**src/design/bfx_pkg.sv**
```systemverilog
// constants and types shared by the breaker failure timer files
// Function
// - current mode: current pick-up starts failure timer
// - current mode: expiry with current raises failure
// - current mode: timer clears when currents drop
// - and mode: timer runs only with trip too
// - and mode: either release resets timer
// - or mode: current or trip starts timer
// - or mode: either held through delay fails
// - or mode: reset only when both released
// - input mode: digital input starts, optionally qualified
// - input mode: expiry issues failure command
// - input mode: retrip and failure, own delays
// - separate on and off events per status, except blocked
// - per-event mask selects on, off, both
// - every event carries a time stamp
// - resettable counters for retrip, failure, start, blocked
// - last twelve fault records kept circularly
// - record holds time, event, currents, remainders, group
// - block sampled each cycle; blocked replaces start
// - one pick-up starts both timers
// - failure delay in 5 ms steps, default 200 ms
package bfx_pkg;

  // ----------------------------------------------------------------
  // timing
  // ----------------------------------------------------------------
  localparam int unsigned CLK_NS = 10;
  localparam int unsigned TICK_NS = 5000000;
  localparam int unsigned TICK_CYCLES = TICK_NS / CLK_NS;
  localparam int unsigned TICK_W = $clog2(TICK_CYCLES);
  localparam int unsigned STEP_MS = 5;
  localparam int unsigned RETRIP_DLY_MS = 100;
  localparam int unsigned BF_DLY_MS = 200;
  localparam int DLY_W = 20;
  localparam logic [DLY_W-1:0] RETRIP_DLY_RST = DLY_W'(RETRIP_DLY_MS / STEP_MS);
  localparam logic [DLY_W-1:0] BF_DLY_RST = DLY_W'(BF_DLY_MS / STEP_MS);

  // ----------------------------------------------------------------
  // register offsets
  // ----------------------------------------------------------------
  localparam logic [7:0] OFS_CTRL = 8'h00;
  localparam logic [7:0] OFS_RETRIP_DLY = 8'h04;
  localparam logic [7:0] OFS_BF_DLY = 8'h08;
  localparam logic [7:0] OFS_EVT_MASK = 8'h0C;
  localparam logic [7:0] OFS_STATUS = 8'h10;
  localparam logic [7:0] OFS_STAMP = 8'h14;
  localparam logic [7:0] OFS_CNT_RETRIP = 8'h18;
  localparam logic [7:0] OFS_CNT_BF = 8'h1C;
  localparam logic [7:0] OFS_CNT_START = 8'h20;
  localparam logic [7:0] OFS_CNT_BLOCKED = 8'h24;
  localparam logic [7:0] OFS_CNT_CLR = 8'h28;
  localparam logic [7:0] OFS_REC_SEL = 8'h2C;
  localparam logic [7:0] OFS_REC_TIME = 8'h30;
  localparam logic [7:0] OFS_REC_INFO = 8'h34;
  localparam logic [7:0] OFS_REC_CUR = 8'h38;
  localparam logic [7:0] OFS_REC_RRT = 8'h3C;
  localparam logic [7:0] OFS_REC_RBF = 8'h40;

  // ----------------------------------------------------------------
  // fields and reset values
  // ----------------------------------------------------------------
  localparam int CTRL_CRIT_LSB = 0;
  localparam int CTRL_RETRIP_EN = 2;
  localparam int CTRL_QUAL_CUR = 3;
  localparam int CTRL_QUAL_DO = 4;
  localparam logic [4:0] CTRL_RST = 5'h04;
  localparam logic [15:0] EVT_MASK_RST = 16'hFFFF;
  localparam int STAT_WP_LSB = 16;
  localparam int STAT_CNT_LSB = 20;
  localparam int INFO_GRP_LSB = 8;

  // status bit positions; the low eight produce events
  localparam int ST_START = 0;
  localparam int ST_RETRIP = 1;
  localparam int ST_BF = 2;
  localparam int ST_BLOCK = 3;
  localparam int ST_DOMON = 4;
  localparam int ST_SIGNAL = 5;
  localparam int ST_PHASE = 6;
  localparam int ST_RES = 7;
  localparam int ST_BLOCKED = 8;
  localparam int N_EVT = 8;
  localparam int N_CNT = 4;
  localparam int REC_DEPTH = 12;

  localparam logic [1:0] RESP_OKAY = 2'h0;
  localparam logic [1:0] RESP_SLVERR = 2'h2;

  // start criterion selection
  typedef enum logic [1:0] {
    CRIT_CUR,
    CRIT_CUR_AND_DO,
    CRIT_CUR_OR_DO,
    CRIT_DIG_IN
  } bfx_crit_t;

endpackage : bfx_pkg

```
**src/design/bfx_delay_timer.sv**
```systemverilog
// delay timer counting program-cycle ticks up to a set delay
module bfx_delay_timer (
  input wire logic aclk, // system clock
  input wire logic aresetn, // synchronous reset, active low
  input wire logic tick, // program cycle enable pulse
  input wire logic run, // count on this tick
  input wire logic clear, // return to zero on this tick
  input wire logic [bfx_pkg::DLY_W-1:0] delay, // delay in ticks
  output logic done, // delay reached
  output logic [bfx_pkg::DLY_W-1:0] remain // ticks left
);

  logic [bfx_pkg::DLY_W-1:0] cnt_r;
  logic done_r;
  logic [bfx_pkg::DLY_W-1:0] cnt_nxt;

  // elapsed count after this tick
  assign cnt_nxt = cnt_r + bfx_pkg::DLY_W'(1);
  assign done = done_r;
  assign remain = done_r ? '0 : (delay > cnt_r) ? delay - cnt_r : '0;

  // count while running; done on the first tick reaching delay
  always_ff @(posedge aclk) begin
    if (!aresetn) begin
      cnt_r <= '0;
      done_r <= 1'b0;
    end else if (tick) begin
      if (clear) begin
        cnt_r <= '0;
        done_r <= 1'b0;
      end else if (run && !done_r) begin
        cnt_r <= cnt_nxt;
        done_r <= (cnt_nxt >= delay);
      end
    end
  end

endmodule : bfx_delay_timer

```
**src/design/bfx_breaker_failure_timer.sv**
```systemverilog
// breaker failure supervision: criteria, timers, events, counters, records
//
// Design decisions made here: the AXI4-Lite interface to the registers and the register addresses.
module bfx_breaker_failure_timer #(
  parameter int unsigned TICK_CYC = bfx_pkg::TICK_CYCLES // program cycle
) (
  input wire logic aclk, // system clock
  input wire logic aresetn, // synchronous reset, active low
  input wire logic [7:0] awaddr, // write address
  input wire logic awvalid, // write address valid
  output logic awready, // write address ready
  input wire logic [31:0] wdata, // write data
  input wire logic [3:0] wstrb, // write byte enables
  input wire logic wvalid, // write data valid
  output logic wready, // write data ready
  output logic [1:0] bresp, // write response
  output logic bvalid, // write response valid
  input wire logic bready, // write response ready
  input wire logic [7:0] araddr, // read address
  input wire logic arvalid, // read address valid
  output logic arready, // read address ready
  output logic [31:0] rdata, // read data
  output logic [1:0] rresp, // read response
  output logic rvalid, // read data valid
  input wire logic rready, // read data ready
  input wire logic phase_pickup, // phase current above threshold
  input wire logic res_pickup, // residual current above threshold
  input wire logic trip_monitor, // monitored primary trip output
  input wire logic dig_input, // dedicated failure start input
  input wire logic block_in, // block input
  input wire logic [15:0] max_phase_current, // highest phase current
  input wire logic [15:0] res_current, // residual current
  input wire logic [2:0] setting_group, // active setting group
  output logic start_out, // start indication
  output logic retrip_out, // retrip to redundant coil
  output logic breaker_failure_output, // trip to incoming breaker
  output logic blocked_out, // blocked indication
  output logic evt_valid, // event edges present, one cycle
  output logic [7:0] evt_on, // masked on edges
  output logic [7:0] evt_off, // masked off edges
  output logic [31:0] evt_stamp // time stamp of the event edges
);

  localparam int DW = bfx_pkg::DLY_W;
  localparam int TW = bfx_pkg::TICK_W;

  // ----------------------------------------------------------------
  // functions
  // ----------------------------------------------------------------
  // merge write data into a word under byte enables
  function automatic logic [31:0] merge(input logic [31:0] old,
                                        input logic [31:0] dat,
                                        input logic [3:0] strb);
    logic [31:0] res;
    res = old;
    for (int i = 0; i < 4; i++) begin
      if (strb[i]) begin
        res[i*8 +: 8] = dat[i*8 +: 8];
      end
    end
    return res;
  endfunction : merge

  // lowest set bit index of an event vector
  function automatic logic [3:0] first_set(input logic [7:0] v);
    logic [3:0] idx;
    idx = 4'h0;
    for (int i = bfx_pkg::N_EVT - 1; i >= 0; i--) begin
      if (v[i]) begin
        idx = 4'(i);
      end
    end
    return idx;
  endfunction : first_set

  // ----------------------------------------------------------------
  // declarations
  // ----------------------------------------------------------------
  logic [4:0] pin_m_r;
  logic [4:0] pin_s_r;
  logic [TW-1:0] div_r;
  logic tick_r;
  logic tick_d_r;
  logic [31:0] stamp_r;
  logic [4:0] ctrl_r;
  logic [DW-1:0] rdly_r;
  logic [DW-1:0] bdly_r;
  logic [15:0] mask_r;
  logic [3:0] rsel_r;
  logic [8:0] status_r;
  logic [8:0] status_nxt;
  logic [7:0] snap_r;
  logic start_snap_r;
  logic blocked_snap_r;
  logic [15:0] cnt_r [bfx_pkg::N_CNT];
  logic [3:0] wp_r;
  logic [3:0] nrec_r;
  logic [31:0] rec_time [bfx_pkg::REC_DEPTH];
  logic [31:0] rec_info [bfx_pkg::REC_DEPTH];
  logic [31:0] rec_cur [bfx_pkg::REC_DEPTH];
  logic [DW-1:0] rec_rrt [bfx_pkg::REC_DEPTH];
  logic [DW-1:0] rec_rbf [bfx_pkg::REC_DEPTH];
  logic evt_valid_r;
  logic [7:0] evt_on_r;
  logic [7:0] evt_off_r;
  logic [31:0] evt_stamp_r;
  logic awready_r;
  logic wready_r;
  logic aw_got_r;
  logic w_got_r;
  logic [7:0] aw_addr_r;
  logic [31:0] w_data_r;
  logic [3:0] w_strb_r;
  logic bvalid_r;
  logic [1:0] bresp_r;
  logic arready_r;
  logic rvalid_r;
  logic [31:0] rdata_r;
  logic [1:0] rresp_r;
  logic pick;
  logic run_c;
  logic [31:0] rd_word;
  logic rd_ok;

  // ----------------------------------------------------------------
  // pin synchronisers and program cycle divider
  // ----------------------------------------------------------------
  wire blk_s = pin_s_r[0];
  wire trip_s = pin_s_r[1];
  wire di_s = pin_s_r[2];
  wire ph_s = pin_s_r[3];
  wire res_s = pin_s_r[4];
  wire tick_now = (div_r == TW'(TICK_CYC - 1));

  // two flip-flops per pin, then a tick counter and time base
  always_ff @(posedge aclk) begin
    if (!aresetn) begin
      pin_m_r <= 5'h00;
      pin_s_r <= 5'h00;
      div_r <= '0;
      tick_r <= 1'b0;
      tick_d_r <= 1'b0;
      stamp_r <= 32'h0;
    end else begin
      pin_m_r <= {res_pickup, phase_pickup, dig_input, trip_monitor, block_in};
      pin_s_r <= pin_m_r;
      div_r <= tick_now ? '0 : div_r + TW'(1);
      tick_r <= tick_now;
      tick_d_r <= tick_r;
      if (tick_r) begin
        stamp_r <= stamp_r + 32'h1;
      end
    end
  end

  // ----------------------------------------------------------------
  // start criteria
  // ----------------------------------------------------------------
  wire cur = ph_s | res_s;
  wire qual_cur = ctrl_r[bfx_pkg::CTRL_QUAL_CUR];
  wire qual_do = ctrl_r[bfx_pkg::CTRL_QUAL_DO];
  wire retrip_en = ctrl_r[bfx_pkg::CTRL_RETRIP_EN];
  wire [1:0] crit_raw = ctrl_r[bfx_pkg::CTRL_CRIT_LSB +: 2];
  wire bfx_pkg::bfx_crit_t crit = bfx_pkg::bfx_crit_t'(crit_raw);

  // pick-up and timer run condition for the selected criterion
  always_comb begin
    pick = 1'b0;
    run_c = 1'b0;
    unique case (crit)
      bfx_pkg::CRIT_CUR: begin
        pick = cur;
        run_c = cur;
      end
      bfx_pkg::CRIT_CUR_AND_DO: begin
        pick = cur;
        run_c = cur & trip_s;
      end
      bfx_pkg::CRIT_CUR_OR_DO: begin
        pick = cur | trip_s;
        run_c = cur | trip_s;
      end
      bfx_pkg::CRIT_DIG_IN: begin
        pick = di_s & (!qual_cur | cur) & (!qual_do | trip_s);
        run_c = pick;
      end
    endcase
  end

  // block sampled at the program cycle tick gates start
  wire start_now = pick & !blk_s;
  wire blocked_now = pick & blk_s;
  wire tmr_run = start_now & run_c;
  wire tmr_clr = !tmr_run;

  // ----------------------------------------------------------------
  // retrip and failure timers from the same pick-up
  // ----------------------------------------------------------------
  logic rt_done;
  logic bf_done;
  logic [DW-1:0] rt_rem;
  logic [DW-1:0] bf_rem;

  bfx_delay_timer u_retrip (
    .aclk(aclk),
    .aresetn(aresetn),
    .tick(tick_r),
    .run(tmr_run & retrip_en),
    .clear(tmr_clr | !retrip_en),
    .delay(rdly_r),
    .done(rt_done),
    .remain(rt_rem)
  );

  bfx_delay_timer u_failure (
    .aclk(aclk),
    .aresetn(aresetn),
    .tick(tick_r),
    .run(tmr_run),
    .clear(tmr_clr),
    .delay(bdly_r),
    .done(bf_done),
    .remain(bf_rem)
  );

  // ----------------------------------------------------------------
  // status, events and counters
  // ----------------------------------------------------------------
  // inputs and start state frozen at the tick, timers read one later
  always_comb begin
    status_nxt = 9'h000;
    status_nxt[bfx_pkg::ST_START] = start_snap_r;
    status_nxt[bfx_pkg::ST_RETRIP] = rt_done;
    status_nxt[bfx_pkg::ST_BF] = bf_done;
    status_nxt[bfx_pkg::ST_BLOCK] = snap_r[0];
    status_nxt[bfx_pkg::ST_DOMON] = snap_r[1];
    status_nxt[bfx_pkg::ST_SIGNAL] = snap_r[2];
    status_nxt[bfx_pkg::ST_PHASE] = snap_r[3];
    status_nxt[bfx_pkg::ST_RES] = snap_r[4];
    status_nxt[bfx_pkg::ST_BLOCKED] = blocked_snap_r;
  end

  wire [8:0] rise = status_nxt & ~status_r;
  wire [8:0] fall = status_r & ~status_nxt;
  logic [7:0] mask_on;
  logic [7:0] mask_off;

  // even mask bits enable on edges, odd bits off edges
  always_comb begin
    for (int i = 0; i < bfx_pkg::N_EVT; i++) begin
      mask_on[i] = mask_r[2*i];
      mask_off[i] = mask_r[2*i+1];
    end
  end

  wire [7:0] on_m = rise[7:0] & mask_on;
  wire [7:0] off_m = fall[7:0] & mask_off;
  wire [3:0] cnt_inc = {rise[bfx_pkg::ST_BLOCKED], rise[bfx_pkg::ST_START],
                        rise[bfx_pkg::ST_BF], rise[bfx_pkg::ST_RETRIP]};
  wire rec_we = tick_d_r && (rise[7:0] != 8'h00);
  wire w_do = aw_got_r & w_got_r & !bvalid_r;
  wire [31:0] w_cur_clr = merge(32'h0, w_data_r, w_strb_r);
  wire [3:0] cnt_clr = (w_do && aw_addr_r == bfx_pkg::OFS_CNT_CLR) ?
                       w_cur_clr[3:0] : 4'h0;

  // snapshot, status and event output registers
  always_ff @(posedge aclk) begin
    if (!aresetn) begin
      snap_r <= 8'h00;
      start_snap_r <= 1'b0;
      blocked_snap_r <= 1'b0;
      status_r <= 9'h000;
      evt_valid_r <= 1'b0;
      evt_on_r <= 8'h00;
      evt_off_r <= 8'h00;
      evt_stamp_r <= 32'h0;
    end else begin
      if (tick_r) begin
        snap_r <= {3'h0, pin_s_r};
        start_snap_r <= start_now;
        blocked_snap_r <= blocked_now;
      end
      evt_valid_r <= tick_d_r && ((on_m | off_m) != 8'h00);
      if (tick_d_r) begin
        status_r <= status_nxt;
        evt_on_r <= on_m;
        evt_off_r <= off_m;
        evt_stamp_r <= stamp_r;
      end
    end
  end

  // counters: a same-cycle clear and increment leaves a count of one
  always_ff @(posedge aclk) begin
    for (int i = 0; i < bfx_pkg::N_CNT; i++) begin
      if (!aresetn) begin
        cnt_r[i] <= 16'h0000;
      end else begin
        cnt_r[i] <= (cnt_clr[i] ? 16'h0000 : cnt_r[i])
                    + 16'(tick_d_r & cnt_inc[i]);
      end
    end
  end

  // ----------------------------------------------------------------
  // fault record store
  // ----------------------------------------------------------------
  // write pointer wraps over the twelve slots
  always_ff @(posedge aclk) begin
    if (!aresetn) begin
      wp_r <= 4'h0;
      nrec_r <= 4'h0;
    end else if (rec_we) begin
      wp_r <= (wp_r == 4'(bfx_pkg::REC_DEPTH - 1)) ? 4'h0 : wp_r + 4'h1;
      if (nrec_r != 4'(bfx_pkg::REC_DEPTH)) begin
        nrec_r <= nrec_r + 4'h1;
      end
    end
  end

  // record contents taken on an on edge
  always_ff @(posedge aclk) begin
    if (rec_we) begin
      rec_time[wp_r] <= stamp_r;
      rec_info[wp_r] <= {21'h0, setting_group, 4'h0, first_set(rise[7:0])};
      rec_cur[wp_r] <= {max_phase_current, res_current};
      rec_rrt[wp_r] <= rt_rem;
      rec_rbf[wp_r] <= bf_rem;
    end
  end

  // ----------------------------------------------------------------
  // register bus slave
  // ----------------------------------------------------------------
  wire aw_hs = awvalid & awready_r;
  wire w_hs = wvalid & wready_r;
  wire ar_hs = arvalid & arready_r;
  wire rsel_ok = (rsel_r < 4'(bfx_pkg::REC_DEPTH));
  wire [3:0] rs = rsel_ok ? rsel_r : 4'h0;
  wire [31:0] w_ctrl = merge({27'h0, ctrl_r}, w_data_r, w_strb_r);
  wire [31:0] w_rdly = merge(32'(rdly_r), w_data_r, w_strb_r);
  wire [31:0] w_bdly = merge(32'(bdly_r), w_data_r, w_strb_r);
  wire [31:0] w_mask = merge({16'h0, mask_r}, w_data_r, w_strb_r);
  wire [31:0] w_rsel = merge({28'h0, rsel_r}, w_data_r, w_strb_r);
  wire [7:0] wa = aw_addr_r;
  wire w_map = wa inside {bfx_pkg::OFS_CTRL, bfx_pkg::OFS_RETRIP_DLY,
                          bfx_pkg::OFS_BF_DLY, bfx_pkg::OFS_EVT_MASK,
                          bfx_pkg::OFS_CNT_CLR, bfx_pkg::OFS_REC_SEL};

  // read data selection
  always_comb begin
    rd_word = 32'h0;
    rd_ok = 1'b1;
    unique case (araddr)
      bfx_pkg::OFS_CTRL: rd_word = {27'h0, ctrl_r};
      bfx_pkg::OFS_RETRIP_DLY: rd_word = 32'(rdly_r);
      bfx_pkg::OFS_BF_DLY: rd_word = 32'(bdly_r);
      bfx_pkg::OFS_EVT_MASK: rd_word = {16'h0, mask_r};
      bfx_pkg::OFS_STATUS: rd_word = {8'h0, nrec_r, wp_r, 7'h0, status_r};
      bfx_pkg::OFS_STAMP: rd_word = stamp_r;
      bfx_pkg::OFS_CNT_RETRIP: rd_word = {16'h0, cnt_r[0]};
      bfx_pkg::OFS_CNT_BF: rd_word = {16'h0, cnt_r[1]};
      bfx_pkg::OFS_CNT_START: rd_word = {16'h0, cnt_r[2]};
      bfx_pkg::OFS_CNT_BLOCKED: rd_word = {16'h0, cnt_r[3]};
      bfx_pkg::OFS_CNT_CLR: rd_word = 32'h0;
      bfx_pkg::OFS_REC_SEL: rd_word = {28'h0, rsel_r};
      bfx_pkg::OFS_REC_TIME: rd_word = rsel_ok ? rec_time[rs] : 32'h0;
      bfx_pkg::OFS_REC_INFO: rd_word = rsel_ok ? rec_info[rs] : 32'h0;
      bfx_pkg::OFS_REC_CUR: rd_word = rsel_ok ? rec_cur[rs] : 32'h0;
      bfx_pkg::OFS_REC_RRT: rd_word = rsel_ok ? 32'(rec_rrt[rs]) : 32'h0;
      bfx_pkg::OFS_REC_RBF: rd_word = rsel_ok ? 32'(rec_rbf[rs]) : 32'h0;
      default: rd_ok = 1'b0;
    endcase
  end

  // write channels taken in either order, one response after both
  always_ff @(posedge aclk) begin
    if (!aresetn) begin
      awready_r <= 1'b1;
      wready_r <= 1'b1;
      aw_got_r <= 1'b0;
      w_got_r <= 1'b0;
      aw_addr_r <= 8'h00;
      w_data_r <= 32'h0;
      w_strb_r <= 4'h0;
      bvalid_r <= 1'b0;
      bresp_r <= bfx_pkg::RESP_OKAY;
    end else begin
      if (aw_hs) begin
        awready_r <= 1'b0;
        aw_got_r <= 1'b1;
        aw_addr_r <= awaddr;
      end
      if (w_hs) begin
        wready_r <= 1'b0;
        w_got_r <= 1'b1;
        w_data_r <= wdata;
        w_strb_r <= wstrb;
      end
      if (w_do) begin
        aw_got_r <= 1'b0;
        w_got_r <= 1'b0;
        bvalid_r <= 1'b1;
        bresp_r <= w_map ? bfx_pkg::RESP_OKAY : bfx_pkg::RESP_SLVERR;
      end else if (bvalid_r && bready) begin
        bvalid_r <= 1'b0;
        awready_r <= 1'b1;
        wready_r <= 1'b1;
      end
    end
  end

  // writable registers
  always_ff @(posedge aclk) begin
    if (!aresetn) begin
      ctrl_r <= bfx_pkg::CTRL_RST;
      rdly_r <= bfx_pkg::RETRIP_DLY_RST;
      bdly_r <= bfx_pkg::BF_DLY_RST;
      mask_r <= bfx_pkg::EVT_MASK_RST;
      rsel_r <= 4'h0;
    end else if (w_do) begin
      if (wa == bfx_pkg::OFS_CTRL) ctrl_r <= w_ctrl[4:0];
      if (wa == bfx_pkg::OFS_RETRIP_DLY) rdly_r <= w_rdly[DW-1:0];
      if (wa == bfx_pkg::OFS_BF_DLY) bdly_r <= w_bdly[DW-1:0];
      if (wa == bfx_pkg::OFS_EVT_MASK) mask_r <= w_mask[15:0];
      if (wa == bfx_pkg::OFS_REC_SEL) rsel_r <= w_rsel[3:0];
    end
  end

  // read channel: data one cycle after the address is taken
  always_ff @(posedge aclk) begin
    if (!aresetn) begin
      arready_r <= 1'b1;
      rvalid_r <= 1'b0;
      rdata_r <= 32'h0;
      rresp_r <= bfx_pkg::RESP_OKAY;
    end else if (ar_hs) begin
      arready_r <= 1'b0;
      rvalid_r <= 1'b1;
      rdata_r <= rd_word;
      rresp_r <= rd_ok ? bfx_pkg::RESP_OKAY : bfx_pkg::RESP_SLVERR;
    end else if (rvalid_r && rready) begin
      rvalid_r <= 1'b0;
      arready_r <= 1'b1;
    end
  end

  // ----------------------------------------------------------------
  // outputs, all from flip-flops
  // ----------------------------------------------------------------
  assign awready = awready_r;
  assign wready = wready_r;
  assign bvalid = bvalid_r;
  assign bresp = bresp_r;
  assign arready = arready_r;
  assign rvalid = rvalid_r;
  assign rdata = rdata_r;
  assign rresp = rresp_r;
  assign start_out = status_r[bfx_pkg::ST_START];
  assign retrip_out = status_r[bfx_pkg::ST_RETRIP];
  assign breaker_failure_output = status_r[bfx_pkg::ST_BF];
  assign blocked_out = status_r[bfx_pkg::ST_BLOCKED];
  assign evt_valid = evt_valid_r;
  assign evt_on = evt_on_r;
  assign evt_off = evt_off_r;
  assign evt_stamp = evt_stamp_r;

endmodule : bfx_breaker_failure_timer

```
**config.mk**
```make
export PLATFORM = sky130hd
export DESIGN_NAME = bfx_breaker_failure_timer
export DESIGN_NICKNAME = d
export VERILOG_FILES = /design/src/design/bfx_pkg.sv /design/src/design/bfx_delay_timer.sv /design/src/design/bfx_breaker_failure_timer.sv
export SDC_FILE = /design/constraint.sdc
export NUM_CORES = 2
export LEC_CHECK = 0
export BUFFER_PORTS_ARGS = -buffer_cell sky130_fd_sc_hd__buf_2
export CAP_MARGIN = 20
export CORE_AREA = 5 5 446 338
export CTS_CLUSTER_SIZE = 20
export DETAILED_ROUTE_END_ITERATION = 12
export DIE_AREA = 0 0 451 343
export PLACE_DENSITY = 0.66
export SYNTH_ARGS = -nofsm -noshare
export SYNTH_HDL_FRONTEND = slang
export SYNTH_SLANG_ARGS = --single-unit
export TNS_END_PERCENT = 50
```
**constraint.sdc**
```tcl
create_clock -name aclk -period 5.7 [get_ports aclk]
set_clock_uncertainty 0.1 [all_clocks]
set_input_delay 0.285 -clock aclk [delete_from_list [all_inputs] [get_ports aclk]]
set_output_delay 0.285 -clock aclk [all_outputs]
set_load 0.05 [all_outputs]
```
==> impl_metrics.json <==
{
  "combPwrFrac_pct": 1.3,
  "critical_path_class": "flop to flop",
  "synth_cell_types": 95,
  "post_cts_buffers": 0,
  "clock-root-buffer": "clkbuf_16",
  "drc": 0,
  "grt_pass1_vias": 45763,
  "power.switching_mw": 5.07,
  "cts.path.max_buffers": 3,
  "ys_seq_area_share_pct": 65.2,
  "port_buffers": 177,
  "die_width_um": 451,
  "drt_iter0_drc": 6091,
  "cts.sinks": 1699,
  "fin_crit_ns": 4.06,
  "worst_slew_pin_slew_ns": 1.23,
  "path_clk_slew_ns": 0.07,
  "cts_buffers": 161,
  "synthTopCellsByCount": "edfxtp_1 (1320), mux2i_1 (572), nand2_1 (503)",
  "synthTopCellsByArea": "edfxtp_1 (55%), dfxtp_1 (10%), mux2i_1 (7.9%)",
  "area_delta_synth_final_pct": 13.4,
  "post-dp-hpwl_mm": 139,
  "hold_class": "input pin to flop",
  "critPathLaunchType": "flop",
  "drv_cap": 0,
  "p_leak_nw": 26.6,
  "synth-edff-count": 1320,
  "placed_cells": 7358,
  "ioPinCount": 193,
  "fmax_mhz": 246,
  "grt_max_degree": 160,
  "grt-ovfl-total": 0,
  "wl_per_cell_um": 28.8,
  "required_ns": 6.15,
  "ant_nets": 0,
  "crit_fanout": 12,
  "dr.pass1.iters": 8,
  "die_h_um": 343,
  "drv_slew": 0,
  "status": "finished, final reports clean",
  "rsz0062_at_grt": "false",
  "synth-seq-cells": 1699,
  "worst_skew_pair.late_latency_ns": 0.83,
  "cts_tree": "built",
  "num_rows": 122,
  "yosysMostFrequentCell": "edfxtp_1",
  "layout-drive-gt1-share_pct": 11.9,
  "yosys_warnings": 0,
  "p_int_mw": 19.3,
  "synthCells": 5430,
  "post-place-ws_ns": 1.69,
  "seqPwrFrac_pct": 54.5,
  "wl_met3_mm": 24.9,
  "antenna_found_initial": 12,
  "swShare_pct": 20.8,
  "h-tree-depth": 4,
  "gp_congestion": 1.07,
  "yosys.area.top_type": "edfxtp_1",
  "grt_pass1_wl_mm": 322,
  "syn_area_mm2": 0.0724,
  "dr_total_vias": 48379,
  "ys.flop_type": "edfxtp_1",
  "critPathArrivalTime_ns": 4.51,
  "final_cells": 7766,
  "final_util_pct": 56.2,
  "yosysTopAreaCellShare_pct": 54.7,
  "setup_ws_ns": 1.64,
  "initial_core_util_pct": 49.5,
  "slew_headroom_pct": 17.2,
  "async_flop_share_pct": 0,
  "core_mm2": 0.146,
  "irDropWorstVdd_uv": 268,
  "hold_violations": 0,
  "via_per_inst": 6.23,
  "final.setup.tns_ns": 0,
  "period_share_pct": 71.2,
  "grt_use_total_pct": 28.3,
  "clkPwrFrac_pct": 44.1,
  "routed_wl_mm": 224,
  "power_density_mw_per_mm2": 296,
  "setup-violations-final": 0,
  "layout.nets": 5909,
  "top_layer": "met5",
  "endpoint_kind": "flop",
  "die_area_mm2": 0.155,
  "wl_met2_mm": 97.8,
  "avgSynthCellArea_um2": 13.3,
  "drt-met1-wl_mm": 94.8
}
## state kept, by name (all words and copies together), names as in the netlist, 32 cells and up
name       cells
cnt_r         64
stamp_r       32
evt_stamp     32
rec_time     384
rec_info      72
rec_rrt      240
rdata         32
rec_rbf      240
rec_cur      384
## per-stage QoR
step | total power [mW] | area, um^2 | hold slack [ns]
3_3_place_gp | 13.8 | 75800 | 0.319
4_1_cts | 24.4 | 82100 | 0.0785
3_5_place_dp | 13.8 | 75900 | 0.321
5_1_grt | 25.0 | 82200 | 0.127
2_1_floorplan | 13.7 | 72500 | 0.284
6_report | 24.3 | 82200 | 0.138
## worst paths after layout
check,startpoint,endpoint,slack [ns],depth (start not counted)
setup / recovery,u_retrip.cnt_r[0],rec_rrt[5][10],1.64,12
hold reg to reg,pin_m_r[1],pin_s_r[1],0.32,1
setup reg to reg,u_retrip.cnt_r[0],rec_rrt[5][10],1.64,12
hold / removal,dig_input,pin_m_r[2],0.14,3
## layout make-up
class                           count  area (um^2)
Fill cell                       11735        64000
Sequential cell                  1699        47200
Multi-Input combinational cell   3282        23400
Clock buffer                      230         4440
Timing Repair Buffer              439         3440
Tap cell                         1922         2400
Clock inverter                     64          801
Inverter                          127          477
Antenna cell                        3         7.51
## logic make-up after synthesis
logic type,count (synthesis),share of synthesized area [%]
AND/OR/NAND/NOR,1372,9.46
flip-flops,1699,65.2
buffers and inverters,450,2.78
multiplexers,631,8.87
XOR/XNOR,152,1.84
other,1,0.00518
AO/OA/AOI/OAI,1025,10.1
adder cells (fa/ha/maj),100,1.75
## cells in the final DEF, fill, tap and decap left out, types with 25 or more instances in the layout
cell type	instances
dlygate4sd3_1	97
a221oi_1	223
nand4_1	38
a211oi_1	38
nor4_1	25
xor2_1	60
clkbuf_16	163
and3_1	29
o21a_1	31
edfxtp_1	1320
nand2b_1	25
o22ai_1	33
buf_2	183
xnor2_1	92
nor2_1	141
nand3_1	178
nor3_1	90
o31ai_1	49
o21ai_0	133
a31oi_1	35
clkbuf_1	56
buf_4	125
a22oi_1	32
inv_1	126
dfxtp_1	374
a21boi_0	101
nor2b_1	113
and2_1	102
a21oi_1	185
mux2_2	56
mux2i_1	572
nand2_1	503
buf_12	27
ha_1	98
## power by group through the flow
stage	clock [mW]	combinational [mW]	sequential (mW)
CTS	10.8	0.319	13.3
finish	10.7	0.326	13.3
global route	11.4	0.348	13.3
global placement	0	0.256	13.5
floorplan	0	0.129	13.5
detailed placement	0	0.262	13.5
## worst max-delay path, stage by stage, from the launching register on
cell       delay (ns)
dfxtp_1          0.44
ha_1             0.24
inv_1            0.06
fa_1             0.40
a21oi_1          0.21
o211ai_1         0.18
o22a_1           0.31
a2111oi_4        0.41
nor2_1           0.17
a211oi_4         0.52
buf_4            0.34
nor3_1           0.14
clkbuf_4         0.25
## what timing repair did
action	in CTS	in global routing
hold buffers	97	0
hold endpoints to repair	530	0
resized for setup	0	0
endpoints found under the setup margin	0	0
## metal layers
| layer | GRT usage [%] | vias up |
|---|---|---|
| met5 | 0.827 | - |
| met3 | 7.52 | 313 |
| met1 | 41.2 | 24378 |
| met4 | 7.58 | 4 |
| li1 | - | 21223 |
| met2 | 42.2 | 2461 |
No activity file was read; power rests on OpenSTA's default activity.
